==> src/inc/qstx_regs.vh <==
// Constants for the four-channel transmit input path.
`ifndef QSTX_REGS_VH
`define QSTX_REGS_VH

// ----------------------------------------------------------------------
// Three-level select encodings
// ----------------------------------------------------------------------
`define QSTX_TL_LOW 2'h0
`define QSTX_TL_MID 2'h1
`define QSTX_TL_HIGH 2'h2

// ----------------------------------------------------------------------
// Character geometry
// ----------------------------------------------------------------------
`define QSTX_NUM_CHAN 4
`define QSTX_DATA_W 8
`define QSTX_CHAR_W 10
`define QSTX_ENTRY_W 12
`define QSTX_ENTRY_SPECIAL_CHAR_SELECT 11
`define QSTX_ENTRY_OPB 10
`define QSTX_WS_LEN 5'h10
`define QSTX_WS_LAST 4'hF

// ----------------------------------------------------------------------
// Fixed characters, bit 0 is the first bit on the line
// ----------------------------------------------------------------------
`define QSTX_VIOL_POS 10'h079
`define QSTX_VIOL_NEG 10'h386
`define QSTX_K28_5 8'hBC

// ----------------------------------------------------------------------
// Timing and reset values
// ----------------------------------------------------------------------
`define QSTX_CHAR_DIV 2
`define QSTX_INIT_LOW_EDGES 2'h2
`define QSTX_BIST_SEED 9'h1FF

`endif

==> src/rtl/qstx_input_path.v <==
// Four-channel transmit input path: capture, phase-align, parity and character selection.
`timescale 1ns/1ns
`default_nettype none
`include "qstx_regs.vh"

module qstx_input_path #(
  parameter CHAR_DIV = `QSTX_CHAR_DIV,
  parameter BUF_AW = 2
) (
  // Clock and reset
  input wire i_sys_clk,
  input wire i_rst,
  // Static configuration
  input wire [1:0] i_tx_path_mode_select_hi,
  input wire [1:0] i_tx_path_mode_select_lo,
  input wire [1:0] i_parity_check_control,
  input wire [1:0] i_input_clock_source_select,
  input wire i_ref_rate_select,
  input wire [3:0] i_bist_enable,
  // Buffer initialisation, active low, asynchronous
  input wire i_phase_buffer_init_n,
  // Host character interface
  input wire [31:0] i_char_data_bits,
  input wire [7:0] i_char_ctrl_bits,
  input wire [3:0] i_odd_parity_bit,
  input wire i_special_char_select,
  input wire [3:0] i_per_chan_input_clock,
  // To the serial shifters
  output reg [39:0] o_tx_char,
  output reg o_char_tick,
  output reg [3:0] o_chan_error_flag
);

  localparam DEPTH = 1 << BUF_AW;

  // ----------------------------------------------------------------------
  // 8b/10b encoder, returns {running disparity after, code}
  // ----------------------------------------------------------------------
  function [10:0] qstx_enc;
    input [7:0] d;
    input k;
    input rd;
    reg [5:0] s6;
    reg [3:0] s4;
    reg [2:0] n6;
    reg [2:0] n4;
    reg rd6;
    reg alt;
    begin
      case (d[4:0])
        5'h00: s6 = 6'b100111;
        5'h01: s6 = 6'b011101;
        5'h02: s6 = 6'b101101;
        5'h03: s6 = 6'b110001;
        5'h04: s6 = 6'b110101;
        5'h05: s6 = 6'b101001;
        5'h06: s6 = 6'b011001;
        5'h07: s6 = 6'b111000;
        5'h08: s6 = 6'b111001;
        5'h09: s6 = 6'b100101;
        5'h0A: s6 = 6'b010101;
        5'h0B: s6 = 6'b110100;
        5'h0C: s6 = 6'b001101;
        5'h0D: s6 = 6'b101100;
        5'h0E: s6 = 6'b011100;
        5'h0F: s6 = 6'b010111;
        5'h10: s6 = 6'b011011;
        5'h11: s6 = 6'b100011;
        5'h12: s6 = 6'b010011;
        5'h13: s6 = 6'b110010;
        5'h14: s6 = 6'b001011;
        5'h15: s6 = 6'b101010;
        5'h16: s6 = 6'b011010;
        5'h17: s6 = 6'b111010;
        5'h18: s6 = 6'b110011;
        5'h19: s6 = 6'b100110;
        5'h1A: s6 = 6'b010110;
        5'h1B: s6 = 6'b110110;
        5'h1C: s6 = 6'b001110;
        5'h1D: s6 = 6'b101110;
        5'h1E: s6 = 6'b011110;
        default: s6 = 6'b101011;
      endcase
      if (k) begin
        s6 = 6'b001111;
      end
      n6 = {2'h0, s6[0]} + {2'h0, s6[1]} + {2'h0, s6[2]} +
           {2'h0, s6[3]} + {2'h0, s6[4]} + {2'h0, s6[5]};
      rd6 = (n6 != 3'h3) ? ~rd : rd;
      if (rd && ((n6 != 3'h3) || (!k && d[4:0] == 5'h07))) begin
        s6 = ~s6;
      end
      case (d[7:5])
        3'h0: s4 = 4'b1011;
        3'h1: s4 = 4'b1001;
        3'h2: s4 = 4'b0101;
        3'h3: s4 = 4'b1100;
        3'h4: s4 = 4'b1101;
        3'h5: s4 = 4'b1010;
        3'h6: s4 = 4'b0110;
        default: s4 = 4'b1110;
      endcase
      alt = (d[7:5] == 3'h7) && (k ||
            (!rd6 && (d[4:0] == 5'h11 || d[4:0] == 5'h12 || d[4:0] == 5'h14)) ||
            (rd6 && (d[4:0] == 5'h0B || d[4:0] == 5'h0D || d[4:0] == 5'h0E)));
      if (alt) begin
        s4 = 4'b0111;
      end
      n4 = {2'h0, s4[0]} + {2'h0, s4[1]} + {2'h0, s4[2]} + {2'h0, s4[3]};
      if ((rd6 && ((n4 != 3'h2) || d[7:5] == 3'h3)) ||
          (k && !rd6 && (n4 == 3'h2) && d[7:5] != 3'h3)) begin
        s4 = ~s4;
      end
      qstx_enc = {((n4 != 3'h2) ? ~rd6 : rd6), s4[0], s4[1], s4[2], s4[3],
                  s6[0], s6[1], s6[2], s6[3], s6[4], s6[5]};
    end
  endfunction

  // ----------------------------------------------------------------------
  // Mode decode
  // ----------------------------------------------------------------------
  wire enc_on = (i_tx_path_mode_select_hi != `QSTX_TL_LOW);
  wire atomic = (i_tx_path_mode_select_hi == `QSTX_TL_MID);
  wire sc_used = enc_on && (i_tx_path_mode_select_lo != `QSTX_TL_HIGH);
  wire buf_en = (i_input_clock_source_select != `QSTX_TL_LOW) || i_ref_rate_select;
  wire par_on = (i_parity_check_control != `QSTX_TL_LOW);
  wire par_ctl = (i_parity_check_control == `QSTX_TL_HIGH) || !enc_on;

  // ----------------------------------------------------------------------
  // Internal character tick
  // ----------------------------------------------------------------------
  reg [7:0] div_r;
  wire tick = (div_r == 8'h00);

  always @(posedge i_sys_clk or posedge i_rst) begin
    if (i_rst) begin
      div_r <= 8'h00;
      o_char_tick <= 1'b0;
    end else begin
      div_r <= tick ? CHAR_DIV[7:0] - 8'h01 : div_r - 8'h01;
      o_char_tick <= tick;
    end
  end

  // ----------------------------------------------------------------------
  // Buffer initialisation synchroniser
  // ----------------------------------------------------------------------
  reg init_s1_r;
  reg init_s2_r;
  reg [1:0] init_cnt_r;
  reg init_hold_r;

  // The first stage feeds only the second; all decisions look at the second.
  always @(posedge i_sys_clk or posedge i_rst) begin
    if (i_rst) begin
      init_s1_r <= 1'b1;
      init_s2_r <= 1'b1;
      init_cnt_r <= 2'h0;
      init_hold_r <= 1'b0;
    end else begin
      init_s1_r <= i_phase_buffer_init_n;
      init_s2_r <= init_s1_r;
      if (init_s2_r) begin
        init_cnt_r <= 2'h0;
        init_hold_r <= 1'b0;
      end else if (init_cnt_r != `QSTX_INIT_LOW_EDGES) begin
        init_cnt_r <= init_cnt_r + 2'h1;
      end else begin
        init_hold_r <= 1'b1;
      end
    end
  end

  // ----------------------------------------------------------------------
  // Self-test sequence source, period 511
  // ----------------------------------------------------------------------
  reg [8:0] lfsr_r;

  always @(posedge i_sys_clk or posedge i_rst) begin
    if (i_rst) begin
      lfsr_r <= `QSTX_BIST_SEED;
    end else if (tick) begin
      lfsr_r <= {lfsr_r[7:0], lfsr_r[8] ^ lfsr_r[4]};
    end
  end

  // ----------------------------------------------------------------------
  // Input clock edges
  // ----------------------------------------------------------------------
  reg [3:0] iclk_d_r;
  wire [3:0] iclk_rise = i_per_chan_input_clock & ~iclk_d_r;
  wire [3:0] chan_special_char_select;

  always @(posedge i_sys_clk or posedge i_rst) begin
    if (i_rst) begin
      iclk_d_r <= 4'h0;
    end else begin
      iclk_d_r <= i_per_chan_input_clock;
    end
  end

  // ----------------------------------------------------------------------
  // Per-channel path
  // ----------------------------------------------------------------------
  genvar ch;
  generate
    for (ch = 0; ch < `QSTX_NUM_CHAN; ch = ch + 1) begin : g_chan
      reg [`QSTX_ENTRY_W-1:0] mem [0:DEPTH-1];
      reg [`QSTX_ENTRY_W-1:0] in_r;
      reg [BUF_AW:0] wptr_r;
      reg [BUF_AW:0] rptr_r;
      reg phase_err_r;
      reg rd_r;
      reg ws_act_r;
      reg [3:0] ws_cnt_r;
      reg wr;
      reg [`QSTX_ENTRY_W-1:0] src;
      reg [BUF_AW:0] fill;
      reg want_ws;
      reg cur_ws;
      reg [3:0] ws_idx;
      reg recentre;
      reg par_err;
      reg [10:0] enc;
      reg [9:0] chr;
      reg rd_nxt;
      reg [1:0] ct;
      reg sc;
      wire [`QSTX_ENTRY_W-1:0] pin_word = {i_special_char_select, i_odd_parity_bit[ch],
                                           i_char_ctrl_bits[2*ch+1:2*ch],
                                           i_char_data_bits[8*ch+7:8*ch]};

      assign chan_special_char_select[ch] = src[`QSTX_ENTRY_SPECIAL_CHAR_SELECT];

      always @* begin
        case (i_input_clock_source_select)
          `QSTX_TL_LOW: wr = tick;
          `QSTX_TL_MID: wr = iclk_rise[ch];
          default: wr = iclk_rise[0];
        endcase
        fill = wptr_r - rptr_r;
        src = buf_en ? mem[rptr_r[BUF_AW-1:0]] : in_r;
        // Channel A carries the select for all channels, so every lane sees
        // the same value in the same character slot.
        sc = sc_used && chan_special_char_select[0];
        ct = src[9:8];
        if (i_tx_path_mode_select_lo == `QSTX_TL_MID) begin
          want_ws = enc_on && ct[0] && (ct[1] || sc);
        end else begin
          want_ws = enc_on && (ct == 2'h3);
        end
        cur_ws = (atomic && ws_act_r) || want_ws;
        ws_idx = (cur_ws && ws_act_r) ? ws_cnt_r : 4'h0;
        recentre = atomic && phase_err_r && buf_en && want_ws && !ws_act_r;
        // Odd parity: the checked bits and the parity bit must XOR to one.
        par_err = par_on && !(^{src[7:0], src[`QSTX_ENTRY_OPB], par_ctl ? src[9:8] : 2'h0});
        if (ws_act_r && atomic) begin
          par_err = 1'b0;
        end
        enc = qstx_enc(src[7:0], 1'b0, rd_r);
        rd_nxt = rd_r;
        chr = src[9:0];
        if (phase_err_r && buf_en && !recentre) begin
          // Bypass keeps no running disparity, so it always sends the positive form.
          chr = (rd_r && enc_on) ? `QSTX_VIOL_NEG : `QSTX_VIOL_POS;
        end else if (i_bist_enable[ch]) begin
          enc = qstx_enc(lfsr_r[7:0], 1'b0, rd_r);
          chr = enc[9:0];
          rd_nxt = enc[10];
        end else if (par_err) begin
          if (enc_on) begin
            chr = rd_r ? `QSTX_VIOL_NEG : `QSTX_VIOL_POS;
          end else begin
            chr = `QSTX_VIOL_POS;
          end
        end else if (cur_ws) begin
          // Second and third commas carry the reversed disparity.
          enc = qstx_enc(`QSTX_K28_5, 1'b1,
                         rd_r ^ (ws_idx == 4'h1 || ws_idx == 4'h2));
          chr = enc[9:0];
          rd_nxt = ~rd_r;
        end else if (enc_on) begin
          if (!ct[0]) begin
            chr = enc[9:0];
          end else if (ct[1] || (i_tx_path_mode_select_lo == `QSTX_TL_LOW && sc)) begin
            enc = qstx_enc({src[7:5], 5'h1C}, 1'b1, rd_r);
            chr = enc[9:0];
          end else begin
            enc = qstx_enc(`QSTX_K28_5, 1'b1, rd_r);
            chr = enc[9:0];
          end
          rd_nxt = enc[10];
        end
      end

      always @(posedge i_sys_clk) begin
        if (buf_en && wr) begin
          mem[wptr_r[BUF_AW-1:0]] <= pin_word;
        end
      end

      always @(posedge i_sys_clk or posedge i_rst) begin
        if (i_rst) begin
          in_r <= {`QSTX_ENTRY_W{1'b0}};
          wptr_r <= DEPTH[BUF_AW:0] >> 1;
          rptr_r <= {(BUF_AW+1){1'b0}};
          phase_err_r <= 1'b0;
          rd_r <= 1'b0;
          ws_act_r <= 1'b0;
          ws_cnt_r <= 4'h0;
          o_tx_char[10*ch+9:10*ch] <= `QSTX_VIOL_POS;
          o_chan_error_flag[ch] <= 1'b0;
        end else begin
          if (!buf_en && wr) begin
            in_r <= pin_word;
          end
          // The writer starts half a buffer ahead, giving equal margin for
          // drift in either direction before a slip is flagged.
          if (init_hold_r || (tick && recentre)) begin
            wptr_r <= DEPTH[BUF_AW:0] >> 1;
            rptr_r <= {(BUF_AW+1){1'b0}};
            phase_err_r <= 1'b0;
          end else if (buf_en) begin
            if (wr && !(tick && fill == {(BUF_AW+1){1'b0}} && !wr)) begin
              wptr_r <= wptr_r + {{BUF_AW{1'b0}}, 1'b1};
            end
            if (tick) begin
              rptr_r <= rptr_r + {{BUF_AW{1'b0}}, 1'b1};
            end
            if ((wr && !tick && fill == DEPTH[BUF_AW:0]) ||
                (tick && !wr && fill == {(BUF_AW+1){1'b0}})) begin
              phase_err_r <= 1'b1;
            end
          end
          if (tick) begin
            rd_r <= rd_nxt;
            ws_act_r <= cur_ws && (ws_idx != `QSTX_WS_LAST);
            ws_cnt_r <= cur_ws ? ws_idx + 4'h1 : 4'h0;
            o_tx_char[10*ch+9:10*ch] <= chr;
            o_chan_error_flag[ch] <= (phase_err_r && buf_en && !recentre) ||
                                     par_err;
          end
        end
      end
    end
  endgenerate

endmodule
`default_nettype wire

==> config.mk <==
export PLATFORM = sky130hd
export DESIGN_NAME = qstx_input_path
export DESIGN_NICKNAME = d
export VERILOG_FILES = /design/src/rtl/qstx_input_path.v
export VERILOG_INCLUDE_DIRS = /design/src /design/src/inc
export SDC_FILE = /design/constraint.sdc
export NUM_CORES = 1
export LEC_CHECK = 0
export ABC_AREA = 1
export BUFFER_PORTS_ARGS = -buffer_cell sky130_fd_sc_hd__buf_4
export CORE_ASPECT_RATIO = 1.25
export CORE_MARGIN = 2
export CORE_UTILIZATION = 41
export CTS_CLUSTER_SIZE = 16
export DETAILED_ROUTE_END_ITERATION = 10
export PLACE_DENSITY = 0.67
export REMOVE_ABC_BUFFERS = 1
export SYNTH_ARGS = -nofsm -noshare
export SYNTH_HDL_FRONTEND = slang
export SYNTH_SLANG_ARGS = --single-unit
==> constraint.sdc <==
create_clock -name i_sys_clk -period 7.8 [get_ports i_sys_clk]
set_clock_uncertainty 0.15 [all_clocks]
set_input_delay 0.39 -clock i_sys_clk [delete_from_list [all_inputs] [get_ports i_sys_clk]]
set_output_delay 0.39 -clock i_sys_clk [all_outputs]
set_load 0.01 [all_outputs]
==> results.rst <==
.. list-table::
   :header-rows: 1

   * - Metric
     - Value
   * - Final min period
     - 7140 ps
   * - Number of port buffers
     - 109
   * - Total track usage
     - 0.220
   * - Async set or reset register ratio after synthesis
     - 0.483
   * - Max FO, Critical Path
     - 16
   * - Area of the core region
     - 0.0594 mm^2
   * - Total standard cell area after synthesis
     - 0.0246 mm^2
   * - Top cells by area in the synthesized netlist
     - sky130_fd_sc_hd__edfxtp_1 22%, sky130_fd_sc_hd__nand2_1 18%, sky130_fd_sc_hd__dfrtp_1 14%
   * - Global-route wire length before repair
     - 110000 um
   * - Number of unique standard cell types used by synthesis
     - 52
   * - Die extent in x
     - 223 um
   * - CTS tree
     - done
   * - Kind of start point of the critical path
     - flip-flop
   * - Top-count cell post-synth
     - sky130_fd_sc_hd__nand2_1
   * - TritonCTS buffer count
     - 39
   * - Final Cycle Share
     - 0.916
   * - Result of the run
     - complete, no violations
   * - Path category of the worst min-delay check
     - in -> reg
   * - Total congestion overflow after global routing
     - 0
   * - Number of antenna violations at the first check in global routing
     - 1
   * - Count of antenna diodes in the layout
     - 0
   * - Slew at the pin closest to its max-slew limit
     - 1160 ps
   * - Highest-delay cell along the critical path
     - sky130_fd_sc_hd__fa_1
   * - Dpl cell area
     - 0.0263 mm^2
   * - Number of standard cells after synthesis
     - 3406
   * - Most numerous cell on the critical path
     - sky130_fd_sc_hd__nand2_1
   * - List of most frequent post-synthesis cells
     - 1157 x sky130_fd_sc_hd__nand2_1, 457 x sky130_fd_sc_hd__inv_1, 308 x sky130_fd_sc_hd__nand3_1
   * - Clk sinks
     - 348
   * - Final instance area
     - 0.0282 mm^2
   * - Longest individual stage delay on the worst path
     - 530 ps
   * - Number of synthesized flops with an enable pin
     - 180
   * - Maximum level of the CTS H-tree
     - 2
   * - Synth Register Bits
     - 348
   * - Iter 0 DRT Violations
     - 1474
   * - Area share of the largest cell type after synthesis
     - 0.220
   * - Category of the worst setup path capture point
     - flip-flop
   * - Number of buffers on the longest clock path
     - 3
   * - Maximum operating frequency
     - 140 MHz
   * - Crit Path Class
     - reg -> reg
   * - Maximum number of pins on one net before global-route repair
     - 102
   * - Layout overhead on the synthesized area
     - 14.6%
   * - Combined flip-flop and latch cell area
     - 0.00966 mm^2
   * - Clock insertion delay at the later pin of the skew report
     - 570 ps
   * - Worst rel slew slack
     - 0.221
   * - Count of warnings emitted by yosys
     - 0
   * - Final setup violation count
     - 0
   * - Detailed-route wire length per cell
     - 15.5 um
   * - Die span in y
     - 278 um
   * - Total length of routed wires
     - 67500 um
   * - Full die area
     - 0.0619 mm^2
   * - Mean number of vias per cell
     - 5.09
   * - Starting Density
     - 0.413
   * - Synth Area per Inst
     - 7.21 um^2
   * - Filler cell count
     - 5908
   * - Seq/Total Area, Yosys
     - 0.393
   * - Prevailing post-synth register cell
     - sky130_fd_sc_hd__edfxtp_1
   * - Number of pins with negative max-slew slack in the final report
     - 0
   * - CTS root buf
     - sky130_fd_sc_hd__clkbuf_16
   * - Total via count in the routed design
     - 22200
   * - Arrival time of data at the critical path endpoint
     - 7490 ps
   * - Final number of hold-violating endpoints
     - 0
   * - Post-route DRC
     - 0
   * - Clock transition time at the flip-flop clock pins of the worst setup and hold paths
     - 60 ps
   * - Top-level I/O count
     - 110
   * - RSZ-0062 raised after global routing
     - no
   * - Row count
     - 100
   * - Ratio of cells with drive above 1 in the final layout
     - 0.107
   * - Dpl hpwl
     - 49200 um
   * - Total area of multi-input combinational cells
     - 0.0126 mm^2
   * - Via count of the first global-routing pass
     - 21500
   * - Post-detailed-route count of antenna-violating nets
     - 0
   * - Max-Cap Viols
     - 0
   * - Final net count
     - 3787
   * - RePlAce Congestion
     - 0.931
   * - Required @ worst endpoint
     - 8150 ps
   * - Sum of negative setup slack
     - 0 ps
   * - DR pass1 iterations
     - 6
   * - Yosys top cell by area
     - sky130_fd_sc_hd__edfxtp_1
per-layer routing:
layer | vias up | GRT usage | wire length, um
li1 | 11200 | - | -
met1 | 10200 | 0.264 | 27600
met2 | 610 | 0.394 | 33500
met3 | 155 | 0.0286 | 3570
met4 | 2 | 0.0903 | 2830
met5 | - | 0 | 11
final cells by class:
cell class / count / area share
sequential: 348 / 0.343
tap: 765 / 0.0340
clock buffer: 51 / 0.0385
timing repair buffer: 218 / 0.0639
inverter: 488 / 0.0656
multi-input combinational: 2469 / 0.449
clock inverter: 20 / 0.00662
sequential cells by signal, indices dropped and copies added, names as in the netlist, 8 cells and up:
signal	count
g_chan.wptr_r	12
g_chan.in_r	45
g_chan.ws_cnt_r	16
g_chan.mem	180
o_tx_char	40
div_r	8
lfsr_r	9
g_chan.rptr_r	12
path summary, 6_finish.rpt:
| check | start | endpoint | cells after the start | slack (ps) |
|---|---|---|---|---|
| worst max-delay path | g_chan[0].rptr_r[0]$_DFFE_PP0P_ | o_tx_char[8]$_DFFE_PP0P_ | 47 | 660 |
| worst min-delay path | i_bist_enable[1] | o_tx_char[16]$_DFFE_PP1P_ | 6 | 120 |
| worst max register to register | g_chan[0].rptr_r[0]$_DFFE_PP0P_ | o_tx_char[8]$_DFFE_PP0P_ | 47 | 660 |
| worst min register to register | init_s1_r$_DFF_PP1_ | init_s2_r$_DFF_PP1_ | 0 | 210 |
| max in group asynchronous | i_rst | g_chan[1].in_r[3]$_DFFE_PP0P_ | 4 | 5660 |
| min in group asynchronous | i_rst | iclk_d_r[0]$_DFF_PP0_ | 3 | 360 |
per-stage QoR:
step	setup slack [ps]	cells	hold WS, ps	util
floorplan	461	3305	195	-
global placement	138	4236	199	0.443
detailed placement	38.8	4236	200	0.443
CTS	320	4358	90.3	0.473
global route	10.2	4359	175	0.474
finish	656	4359	115	0.474
worst max-delay path, delay by kind of cell, from the launching register on:
family          cells  cell delay [ps]
fa+ha+maj           8             2900
flops               1              520
simple gates       20             1610
buf+inv            13              950
compound gates      6              960
layout by cell type, fill, tap and decap left out, types with 15 or more instances in the layout:
| master | synthesis | layout |
|---|---|---|
| sky130_fd_sc_hd__a21oi_1 | 141 | 138 |
| sky130_fd_sc_hd__buf_4 | 15 | 162 |
| sky130_fd_sc_hd__clkbuf_16 | 0 | 41 |
| sky130_fd_sc_hd__dfrtp_1 | 133 | 131 |
| sky130_fd_sc_hd__dfstp_2 | 35 | 35 |
| sky130_fd_sc_hd__dlygate4sd3_1 | 0 | 51 |
| sky130_fd_sc_hd__edfxtp_1 | 180 | 180 |
| sky130_fd_sc_hd__fa_1 | 31 | 31 |
| sky130_fd_sc_hd__ha_1 | 127 | 127 |
| sky130_fd_sc_hd__inv_1 | 457 | 453 |
| sky130_fd_sc_hd__inv_2 | 26 | 27 |
| sky130_fd_sc_hd__nand2_1 | 1157 | 1155 |
| sky130_fd_sc_hd__nand2_2 | 17 | 18 |
| sky130_fd_sc_hd__nand3_1 | 308 | 308 |
| sky130_fd_sc_hd__nand4_1 | 24 | 24 |
| sky130_fd_sc_hd__nor2_1 | 264 | 263 |
| sky130_fd_sc_hd__o211ai_1 | 15 | 15 |
| sky130_fd_sc_hd__o21ai_0 | 199 | 197 |
| sky130_fd_sc_hd__o21ai_1 | 23 | 23 |
| sky130_fd_sc_hd__o22ai_1 | 19 | 19 |
| sky130_fd_sc_hd__xor2_1 | 22 | 22 |
repair_timing:
action                                 in CTS  in global routing
endpoints found under the hold margin     305                  0
setup endpoints to repair                   0                 17
gates resized for setup                     0                 20
hold buffers                               51                  0
setup buffers                               0                  1
cell families after synthesis:
logic type	after synthesis	synth area share
buffers and inverters	589	0.0952
XOR/XNOR	36	0.0128
adder cells (fa/ha/maj)	158	0.0899
multiplexers	12	0.00550
flip-flops	348	0.393
AO/OA/AOI/OAI	430	0.0943
AND/OR/NAND/NOR	1833	0.309
Power is not shown: default switching activity piles up to over one toggle a cycle in this logic, so the estimate is an artifact.
